===== config.mk =====
export PLATFORM = sky130hd
export DESIGN_NAME = rac_ctrl
export DESIGN_NICKNAME = d
export VERILOG_FILES = /design/src/hw/rac_pkg.sv /design/src/hw/rac_warmup.sv /design/src/hw/rac_ctrl.sv
export SDC_FILE = /design/constraint.sdc
export NUM_CORES = 1
export LEC_CHECK = 0
export BUFFER_PORTS_ARGS = -buffer_cell sky130_fd_sc_hd__buf_2
export CORE_ASPECT_RATIO = 1.5
export CORE_MARGIN = 2
export CORE_UTILIZATION = 54
export DETAILED_ROUTE_END_ITERATION = 8
export GPL_TIMING_DRIVEN = 0
export PLACE_DENSITY = 0.79
export SYNTH_ARGS = -nofsm -noshare
export SYNTH_HDL_FRONTEND = slang
export SYNTH_SLANG_ARGS = --single-unit

===== constraint.sdc =====
create_clock -name sys_clk_in -period 2.4 [get_ports sys_clk_in]
set_input_delay 0.24 -clock sys_clk_in [delete_from_list [all_inputs] [get_ports sys_clk_in]]
set_output_delay 0.24 -clock sys_clk_in [all_outputs]
set_load 0.02 [all_outputs]

===== src/hw/rac_pkg.sv =====
// rac_pkg: register map, field layout, reset values and timing counts
// for the alarm, square-wave and oscillator control block.
// assumes a 200 MHz system clock and a 16-bit register port.
package rac_pkg;

  // clock rate and timing
  localparam int CLK_MHZ = 200;
  localparam int WARM_TIME_MS = 250;
  localparam int WARM_CYCLES = WARM_TIME_MS * CLK_MHZ * 1000;
  localparam int WARM_CNT_W = 26;

  // register word offsets
  localparam logic [3:0] OFS_CTRL = 4'h0;
  localparam logic [3:0] OFS_ALARM_LO = 4'h1;
  localparam logic [3:0] OFS_ALARM_HI = 4'h2;
  localparam logic [3:0] OFS_INT_STATUS = 4'h3;
  localparam logic [3:0] OFS_INT_MASK = 4'h4;

  // rtc_control field positions
  localparam int BIT_TOD_EN = 1;
  localparam int BIT_SUB_EN = 2;
  localparam int BIT_TOD_FLAG = 6;
  localparam int BIT_SUB_FLAG = 7;
  localparam int BIT_SQ_EN = 8;
  localparam int BIT_SQ_FREQ = 9;
  localparam int BIT_MODE_LO = 10;
  localparam int BIT_MODE_HI = 11;
  localparam int BIT_OSC_RDY = 13;
  localparam int BIT_OSC_DIS = 14;

  // interrupt status and mask bits
  localparam int INT_TOD = 0;
  localparam int INT_SUB = 1;
  localparam int INT_W = 2;

  // oscillator mode codes
  localparam logic [1:0] MODE_NOISE_IMMUNE = 2'h0;
  localparam logic [1:0] MODE_QUIET = 2'h1;
  localparam logic [1:0] MODE_STOP_WAIT = 2'h2;
  localparam logic [1:0] MODE_STOP_RUN = 2'h3;

  // reset values
  localparam logic [15:0] CTRL_RST = 16'h0000;
  localparam logic [15:0] ALARM_LO_RST = 16'h0000;
  localparam logic [3:0] ALARM_HI_RST = 4'h0;
  localparam logic [1:0] INT_RST = 2'h0;

endpackage : rac_pkg


===== src/hw/rac_warmup.sv =====
// rac_warmup: oscillator warm-up timer; start restarts the count,
// abort holds it idle. done_out pulses once when the count runs out.
// assumes start and abort come from logic on the same clock.
`timescale 1ns/1ps
module rac_warmup #(
  parameter int CYCLES = rac_pkg::WARM_CYCLES
) (
  input wire logic sys_clk_in,
  input wire logic rst_in,
  input wire logic start_in,
  input wire logic abort_in,
  output logic busy_out,
  output logic done_out
);
  import rac_pkg::*;

  localparam logic [WARM_CNT_W-1:0] LAST = WARM_CNT_W'(CYCLES - 1);

  logic [WARM_CNT_W-1:0] cnt_q;
  logic [WARM_CNT_W-1:0] cnt_d;
  logic busy_q;
  logic busy_d;
  logic done_q;
  logic done_d;
  wire at_end = busy_q && (cnt_q == LAST);

  // next state: abort beats start, start beats expiry
  assign busy_d = abort_in ? 1'b0 : (start_in ? 1'b1 : (busy_q && !at_end));
  assign cnt_d = (abort_in || start_in || !busy_q) ? '0 : cnt_q + 1'b1;
  assign done_d = !abort_in && !start_in && at_end;

  // counter state
  always_ff @(posedge sys_clk_in)
  begin
    if (rst_in)
    begin
      cnt_q <= '0;
      busy_q <= 1'b0;
      done_q <= 1'b0;
    end
    else
    begin
      cnt_q <= cnt_d;
      busy_q <= busy_d;
      done_q <= done_d;
    end
  end

  assign busy_out = busy_q;
  assign done_out = done_q;
endmodule : rac_warmup


===== src/hw/rac_ctrl.sv =====
// rac_ctrl: alarm flags, interrupt requests, wake-up, square-wave pin
// and 32k oscillator mode control, behind a plain register port.
// assumes counters, taps, stop and jtag signals share sys_clk_in.
// Functional notes
// - set time-of-day flag when 20-bit seconds count equals alarm value.
// - time-of-day request only when flag, enable and system permit all set.
// - either unmasked alarm counts as a wake-up source.
// - set subsecond flag each time the subsecond timer reloads.
// - subsecond request only when flag, enable and system permit all set.
// - square enable drives the chosen tap on the pin, else pin not driven by it.
// - square-wave output beats jtag tdo on the shared pin.
// - frequency select 1 picks 512 Hz, 0 picks 1 Hz.
// - frequency select has no effect while square output is off.
// - mode change needing warm-up, oscillator enabled, clears ready flag.
// - mode 00 always noise-immune, 01 always quiet.
// - modes 1x go quiet in stop; 10 holds execution during warm-up.
// - input disable turns oscillator off and clears ready flag.
//
// The plain strobed port and the address map were left to the implementer.
`timescale 1ns/1ps
module rac_ctrl #(
  parameter int WARMUP_CYCLES = rac_pkg::WARM_CYCLES
) (
  input wire logic sys_clk_in,
  input wire logic rst_in,
  input wire logic [3:0] addr_in,
  input wire logic [15:0] wr_data_in,
  input wire logic wr_in,
  input wire logic rd_in,
  output logic [15:0] rd_data_out,
  input wire logic [3:0] seconds_count_high_in,
  input wire logic [15:0] seconds_count_low_in,
  input wire logic subsec_reload_in,
  input wire logic sys_int_allow_in,
  input wire logic stop_in,
  input wire logic tap_1hz_in,
  input wire logic tap_512hz_in,
  input wire logic jtag_tdo_in,
  input wire logic jtag_tdo_oe_in,
  output logic port1_bit3_pin_out,
  output logic port1_bit3_pin_oe_out,
  output logic tod_irq_req_out,
  output logic subsec_irq_req_out,
  output logic wake_out,
  output logic irq_out,
  output logic osc_enable_out,
  output logic osc_quiet_out,
  output logic cpu_hold_out
);
  import rac_pkg::*;

  // register state
  logic tod_en_q;
  logic sub_en_q;
  logic tod_flag_q;
  logic sub_flag_q;
  logic sq_en_q;
  logic sq_freq_q;
  logic [1:0] mode_q;
  logic osc_dis_q;
  logic osc_rdy_q;
  logic [15:0] alarm_lo_q;
  logic [3:0] alarm_hi_q;
  logic [INT_W-1:0] int_stat_q;
  logic [INT_W-1:0] int_mask_q;
  logic [15:0] rd_data_q;
  logic match_q;
  logic stop_q;
  logic boot_q;
  logic stop_warm_q;
  logic pin_q;
  logic pin_oe_q;

  // next values
  logic tod_flag_d;
  logic sub_flag_d;
  logic osc_rdy_d;
  logic [INT_W-1:0] int_stat_d;
  logic stop_warm_d;
  logic pin_d;
  logic pin_oe_d;
  logic [15:0] rd_data_d;

  // address decode
  wire sel_ctrl = (addr_in == OFS_CTRL);
  wire sel_alo = (addr_in == OFS_ALARM_LO);
  wire sel_ahi = (addr_in == OFS_ALARM_HI);
  wire sel_stat = (addr_in == OFS_INT_STATUS);
  wire sel_mask = (addr_in == OFS_INT_MASK);
  wire wr_ctrl = wr_in && sel_ctrl;
  wire [1:0] new_mode = wr_data_in[BIT_MODE_HI:BIT_MODE_LO];

  // alarm match; a seconds value stands for many cycles, so only the
  // entry into a match sets the flag, else a cleared flag would re-set
  wire [19:0] secs = {seconds_count_high_in, seconds_count_low_in};
  wire match = (secs == {alarm_hi_q, alarm_lo_q});
  wire tod_set = match && !match_q;
  wire sub_set = subsec_reload_in;

  // flag update: write 0 clears, write 1 keeps, hardware set wins
  wire tod_keep = !(wr_ctrl && !wr_data_in[BIT_TOD_FLAG]);
  wire sub_keep = !(wr_ctrl && !wr_data_in[BIT_SUB_FLAG]);
  assign tod_flag_d = tod_set || (tod_flag_q && tod_keep);
  assign sub_flag_d = sub_set || (sub_flag_q && sub_keep);

  // sticky interrupt status, cleared by writing one; set wins
  wire [INT_W-1:0] ev = {sub_set, tod_set};
  wire [INT_W-1:0] w1c = (wr_in && sel_stat) ? wr_data_in[INT_W-1:0] : '0;
  assign int_stat_d = ev | (int_stat_q & ~w1c);
  assign irq_out = |(int_stat_q & int_mask_q);

  // processor requests and wake-up qualification
  wire tod_live = tod_flag_q && tod_en_q;
  wire sub_live = sub_flag_q && sub_en_q;
  assign tod_irq_req_out = tod_live && sys_int_allow_in;
  assign subsec_irq_req_out = sub_live && sys_int_allow_in;
  assign wake_out = tod_live || sub_live;

  // oscillator mode: quiet in mode 01, or in stop for modes 1x
  function automatic logic quiet_of(input logic [1:0] m, input logic stp);
    quiet_of = (m == MODE_QUIET) || (m[1] && stp);
  endfunction : quiet_of

  assign osc_quiet_out = quiet_of(mode_q, stop_in);
  assign osc_enable_out = !osc_dis_q;

  // warm-up is needed when leaving quiet for noise-immune
  wire mode_warm = wr_ctrl && (new_mode != mode_q) && !osc_dis_q
    && quiet_of(mode_q, stop_in) && !quiet_of(new_mode, stop_in);
  wire stop_exit = stop_q && !stop_in && mode_q[1];
  wire reenable = wr_ctrl && osc_dis_q && !wr_data_in[BIT_OSC_DIS];
  wire warm_start = boot_q || mode_warm || stop_exit || reenable;
  // a re-enable write lands while disable still reads 1; letting the
  // abort win there would lose the restart and strand ready at 0
  wire warm_abort = osc_dis_q && !reenable;
  wire warm_busy;
  wire warm_done;

  rac_warmup #(
    .CYCLES(WARMUP_CYCLES)
  ) u_warm (
    .sys_clk_in(sys_clk_in),
    .rst_in(rst_in),
    .start_in(warm_start),
    .abort_in(warm_abort),
    .busy_out(warm_busy),
    .done_out(warm_done)
  );

  // ready flag: disable and restart clear it, expiry sets it
  assign osc_rdy_d = osc_dis_q ? 1'b0 :
    (warm_start ? 1'b0 : (warm_done ? 1'b1 : osc_rdy_q));

  // execution hold only for mode 10 after a stop exit
  assign stop_warm_d = stop_exit ? 1'b1 : (stop_warm_q && warm_busy);
  assign cpu_hold_out = stop_warm_q && (mode_q == MODE_STOP_WAIT);

  // shared pin: square wave first, jtag tdo otherwise
  wire tap = sq_freq_q ? tap_512hz_in : tap_1hz_in;
  assign pin_d = sq_en_q ? tap : jtag_tdo_in;
  assign pin_oe_d = sq_en_q || jtag_tdo_oe_in;
  assign port1_bit3_pin_out = pin_q;
  assign port1_bit3_pin_oe_out = pin_oe_q;

  // read mux; unmapped offsets read zero
  wire [15:0] ctrl_rd = {1'b0, osc_dis_q, osc_rdy_q, 1'b0, mode_q,
    sq_freq_q, sq_en_q, sub_flag_q, tod_flag_q, 3'h0, sub_en_q,
    tod_en_q, 1'b0};
  assign rd_data_d = !rd_in ? 16'h0000 :
    sel_ctrl ? ctrl_rd :
    sel_alo ? alarm_lo_q :
    sel_ahi ? {12'h000, alarm_hi_q} :
    sel_stat ? {14'h0000, int_stat_q} :
    sel_mask ? {14'h0000, int_mask_q} : 16'h0000;
  assign rd_data_out = rd_data_q;

  // software fields of the control register
  always_ff @(posedge sys_clk_in)
  begin
    if (rst_in)
    begin
      tod_en_q <= CTRL_RST[BIT_TOD_EN];
      sub_en_q <= CTRL_RST[BIT_SUB_EN];
      sq_en_q <= CTRL_RST[BIT_SQ_EN];
      sq_freq_q <= CTRL_RST[BIT_SQ_FREQ];
      mode_q <= CTRL_RST[BIT_MODE_HI:BIT_MODE_LO];
      osc_dis_q <= CTRL_RST[BIT_OSC_DIS];
    end
    else if (wr_ctrl)
    begin
      tod_en_q <= wr_data_in[BIT_TOD_EN];
      sub_en_q <= wr_data_in[BIT_SUB_EN];
      sq_en_q <= wr_data_in[BIT_SQ_EN];
      sq_freq_q <= wr_data_in[BIT_SQ_FREQ];
      mode_q <= new_mode;
      osc_dis_q <= wr_data_in[BIT_OSC_DIS];
    end
  end

  // alarm value and interrupt mask
  always_ff @(posedge sys_clk_in)
  begin
    if (rst_in)
    begin
      alarm_lo_q <= ALARM_LO_RST;
      alarm_hi_q <= ALARM_HI_RST;
      int_mask_q <= INT_RST;
    end
    else
    begin
      if (wr_in && sel_alo)
        alarm_lo_q <= wr_data_in;
      if (wr_in && sel_ahi)
        alarm_hi_q <= wr_data_in[3:0];
      if (wr_in && sel_mask)
        int_mask_q <= wr_data_in[INT_W-1:0];
    end
  end

  // hardware-owned state
  always_ff @(posedge sys_clk_in)
  begin
    if (rst_in)
    begin
      tod_flag_q <= CTRL_RST[BIT_TOD_FLAG];
      sub_flag_q <= CTRL_RST[BIT_SUB_FLAG];
      osc_rdy_q <= CTRL_RST[BIT_OSC_RDY];
      int_stat_q <= INT_RST;
      match_q <= 1'b1;
      stop_q <= 1'b0;
      boot_q <= 1'b1;
      stop_warm_q <= 1'b0;
    end
    else
    begin
      tod_flag_q <= tod_flag_d;
      sub_flag_q <= sub_flag_d;
      osc_rdy_q <= osc_rdy_d;
      int_stat_q <= int_stat_d;
      match_q <= match;
      stop_q <= stop_in;
      boot_q <= 1'b0;
      stop_warm_q <= stop_warm_d;
    end
  end

  // registered pin drive and read data
  always_ff @(posedge sys_clk_in)
  begin
    if (rst_in)
    begin
      pin_q <= 1'b0;
      pin_oe_q <= 1'b0;
      rd_data_q <= 16'h0000;
    end
    else
    begin
      pin_q <= pin_d;
      pin_oe_q <= pin_oe_d;
      rd_data_q <= rd_data_d;
    end
  end
endmodule : rac_ctrl


Word level (Yosys, flattened, before mapping) --
Cells that the tools add are included.
Cells by class: add/sub/neg operators 1, equality and inequality tests 10, muxes and demuxes 11, bitwise gates (word level) 5, reductions and logical operators 63
Operators with widths (number):
- $logic_and 1x1->1 | 31
- $add 26x1->26 const B | 1
- $eq 26x26->1 const B | 1
- $eq 20x20->1 | 1
- $mux 16 | 1
- $mux 15 | 1
- $logic_not 1->1 | 14
- $logic_or 1x1->1 | 11
- $eq 4x2->1 const B | 2
- $reduce_or 2->1 | 4
- $mux 2 | 3
- $reduce_or 3->1 | 2
- $mux 1 | 5
- $and 2x2->2 | 2
- $eq 2x1->1 const B | 2
- $eq 4x1->1 const B | 1
- $eq 4x3->1 const B | 1
- $logic_not 4->1 | 1
- $mux 4 | 1
- $eq 2x2->1 const B | 1
- $ne 2x2->1 | 1
- $not 2->2 | 1
- $or 2x2->2 | 1
- $not 1->1 | 1
Word-level totals: bits in registers 84, input port bits 51, output and inout port bits 25, word-level logic and storage cells 114

Logic depth before layout (Yosys ltp) --
depth in word-level cells 12, mapped depth 6, mapped depth without buffers 5

Hierarchy --
A second synthesis with hierarchy kept.
Second synthesis, totals: cell total of the unflattened synthesis 388, area total of the unflattened synthesis 3696.0 um^2
By module, submodules not included:
- rac_ctrl | instances 1, cells an instance 236, area an instance 2352.3 um^2, seq. area each 1121.1 um^2
- rac_warmup | instances 1, cells an instance 152, area an instance 1343.8 um^2, seq. area each 560.5 um^2

Worst setup path before layout --
No wires, ideal clock.
path kind register to register, start reg u_warm.cnt_q[0], end reg u_warm.cnt_q[20], setup time 0.073 ns, arrival time 1.734 ns, data required time 2.327 ns, slack 0.593 ns, stages on the path, launching flop included 7, buffers on the path 1, cell sequence dfxtp_1 ha_1 nand4_1 or4_1 buf_2 or4_1 a21oi_1
Between the ends: word-level cells in the longest chain between the ends 1
RTL lines:
- from (decl) | RTL line rac_warmup.sv:19 | logic [WARM_CNT_W-1:0] cnt_q;
- from (signal assigned) | RTL line rac_warmup.sv:43 | cnt_q <= cnt_d;
- $add 26x1->26 | RTL line rac_warmup.sv:29 | assign cnt_d = (abort_in || start_in || !busy_q) ? '0 : cnt_q + 1'b1;
Every way passes these cells. A chain may end at the register's enable or synchronous reset.

Final worst setup path --
start reg mode_q[0], end reg u_warm.cnt_q[4]
Between the ends: word-level cells in the longest chain between the ends 11, elaborated cells on any way between the ends 13, classes of those cells 2 x eq/ne; 11 x reduce/logical
RTL lines:
- from (decl) | RTL line rac_ctrl.sv:59 | logic [1:0] mode_q;
- from (signal assigned) | RTL line rac_ctrl.sv:186 | mode_q <= CTRL_RST[BIT_MODE_HI:BIT_MODE_LO];
- from (signal assigned) | RTL line rac_ctrl.sv:195 | mode_q <= new_mode;
- $ne 2x2->1 | RTL line rac_ctrl.sv:128 | wire mode_warm = wr_ctrl && (new_mode != mode_q) && !osc_dis_q
- $logic_and 1x1->1 (2 in series) | RTL line rac_ctrl.sv:128
- $logic_and 1x1->1 * (2 in series) | RTL line rac_ctrl.sv:129 | && quiet_of(mode_q, stop_in) && !quiet_of(new_mode, stop_in);
- $logic_or 1x1->1 * (3 in series) | RTL line rac_ctrl.sv:132 | wire warm_start = boot_q || mode_warm || stop_exit || reenable;
- $logic_or 1x1->1 * (2 in series) | RTL line rac_warmup.sv:29
- $reduce_or 2->1 (no source line) *
Mark *: on every way between the ends. The rest lies on a longest branch, timed or not.

==> reports/qor.txt <==
Outcome: completed
WP buf/inv: 1
Gr usage total: 24.2%
Clock Latency Late Sink: 0.36 ns
Clk_skew: 0.0114 ns
Die height: 104 µm
Crit Path Class: reg -> reg
Critical Path RT: 2.63 ns
Die W: 70.6 µm
Clock tree sinks: 84
GRT Residual Overflow: 0
Max FO, Critical Path: 10
Vias in the first global route: 3058
Routed Wire Length: 8.70 mm
Worst setup SP type: flop
Crit path launch: mode_q[0]$_SDFFE_PP0N_
Post-synth ARST share: 0%
Pins Over Slew Limit: 0
H-tree depth: 3
HP Start: jtag_tdo_oe_in
Rel. slew slack: 50.9%
DP Cell Count: 564
RSZ-0062 raised after global routing: no
Worst-Margin Slew: 0.732 ns
Leak: 0.00163 µW
Syn_area_per_cell: 8.70 µm²
Post-DP HPWL: 6.52 mm
Syn Std Cell Area: 3590 µm²
Iter 0 DRT Violations: 199
Postcts setup bufs: 0
Mapped Cells: 413
Register area share after synthesis: 46.8%
Max IR drop VDD: 0.000383 V
Site Rows: 36
P&R area growth vs syn: 19.2%
Initial antenna violation count: 0
Clock buffer depth: 2
Initial Util: 55.4%
IO Count: 76
R2r startpoint: mode_q[0]$_SDFFE_PP0N_
Clock slew at reported path FFs: 0.08 ns
Fin cells: 580
Final period utilization: 87.3%
Crit path DAT: 2.32 ns
Die area: 7330 µm²
Fin. Hold Viols: 0
Main flop type after synthesis: dfxtp_1
CTS resizes: 0
Root Driver: clkbuf_8
Worst setup margin: 0.304 ns
Vias after detailed routing: 3281
Post-Route Setup TNS: 0 ns
Slowest Stage Delay on Critical Path: 0.46 ns
Yosys reg bits: 84
Dpl ws: 0.0957 ns
CP endpoint kind: flop
Type of the most critical hold path: in -> reg
Mean routed wirelength per cell: 15.0 µm
Final Hold Slack: 0.0885 ns
Drt pass-1 iters: 4
Yosys cell types: 48
Most frequent cells in the layout: dfxtp_1, buf_2, nand2_1, a21oi_1, nor2_1
Port buffer count: 75
Warnings from Yosys: 0
First-pass GRT wire length: 14.0 mm
Fin crit period: 2.10 ns
Layout cells sized above 1: 20.4%
Pwr/cell area: 623 nW/µm²
DRC Markers: 0
Number of synthesized flops with an enable pin: 0
Core Box Area: 6490 µm²
Final core occ: 66.0%
Setup violators final: 0
Cell Chain, Critical Path: nor4bb_1 -> a211oi_1 -> o2111ai_2 -> clkbuf_1 -> nor2_1
Final net count: 551
Maximum clock rate: 477 MHz
Synthesized Nets: 465
FILL cells: 572
Vias per cell: 5.66
CTS Hold Buffers Added: 0
N_diodes: 0
Largest net degree at the start of global routing: 14
Max-cap viol count: 0
CTS tree: built
CTS buffer count: 9
Gpl congestion: 0.879
ANT nets after route: 0
Cell family with most CP delay: compound AO/OA/AOI/OAI gates
Critical path's slowest cell: o2111ai_2
Leading cell type in the layout, fill and taps excluded: dfxtp_1
## worst paths after layout
path                            cells after the start  slack [ns]                               end
worst min register to register                      1        0.46        u_warm.cnt_q[0]$_SDFF_PP0_
worst max register to register                      5        0.30        u_warm.cnt_q[4]$_SDFF_PP0_
worst max-delay path                                5        0.30        u_warm.cnt_q[4]$_SDFF_PP0_
worst min-delay path                                3        0.09  port1_bit3_pin_oe_out$_SDFF_PP0_
## sequential cells by signal, summed over array words and instances (netlist names), 2 cells and up
register / cells
int_stat_q: 2
int_mask_q: 2
alarm_lo_q: 16
u_warm.cnt_q: 26
mode_q: 2
alarm_hi_q: 4
rd_data_out: 16
## layout make-up
cell class | instances | area [µm²] | share of cell area, %
timing repair buffer | 75 | 375 | 8.77
inverter | 4 | 15.0 | 0.351
buffer | 18 | 71.3 | 1.67
clock buffer | 12 | 145 | 3.39
clock inverter | 4 | 72.6 | 1.70
multi-input combinational | 307 | 1820 | 42.6
sequential | 84 | 1680 | 39.3
tap | 76 | 95.1 | 2.22
## through the flow
stage | power [µW] | area, µm²
2_1_floorplan | 1530 | 3590
3_3_place_gp | 1610 | 4060
3_5_place_dp | 1610 | 4060
4_1_cts | 2700 | 4280
5_1_grt | 2770 | 4280
6_report | 2670 | 4280
## cell usage after synthesis, drive strengths merged (5+ instances only)
cell	n	area share, %
nor2	30	3.1
xor2	27	6.6
nor2b	5	0.87
nand4	13	2.4
o21ai	8	1.1
xnor2	5	1.2
nor4	6	1.0
a21oi	48	6.7
nand2	66	6.9
dfxtp	84	47
or4	8	1.7
or3	5	0.87
a22o	11	2.7
clkbuf	14	1.5
o31ai	9	1.9
and2	8	1.4
nand3	13	2.0
## worst register-to-register path, stage by stage, from the launching register on
cell and delay [ns]:
dfxtp_1 0.40, nor4bb_1 0.41, a211oi_1 0.14, o2111ai_2 0.46, clkbuf_1 0.46, nor2_1 0.09
## cell families after synthesis
kind of cell,share of synthesized area [%]
AO/OA/AOI/OAI,15.3
flip-flops,46.8
adder cells (fa/ha/maj),0.348
AND/OR/NAND/NOR,25.9
XOR/XNOR,7.80
multiplexers,1.43
buffers and inverters,2.40
## layer usage
metal / routed length [µm] / up-vias / global-route usage, % / share of wire, %
met4: 210 / 0 / 12.5 / 2.4
met1: 3430 / 1531 / 25.3 / 39
met3: 437 / 18 / 3.88 / 5.0
li1: - / 1639 / - / -
met2: 4620 / 93 / 45.3 / 53
met5: 0 / - / 0 / 0
## power by group
group / total, µW / internal, µW / switching, µW / leakage [µW]
combinational: 161 / 67.4 / 93.8 / 0.000848
sequential: 1420 / 1410 / 11.4 / 0.000680
clock: 1090 / 613 / 475 / 0.000107
Power figures use the tool's default switching activity.
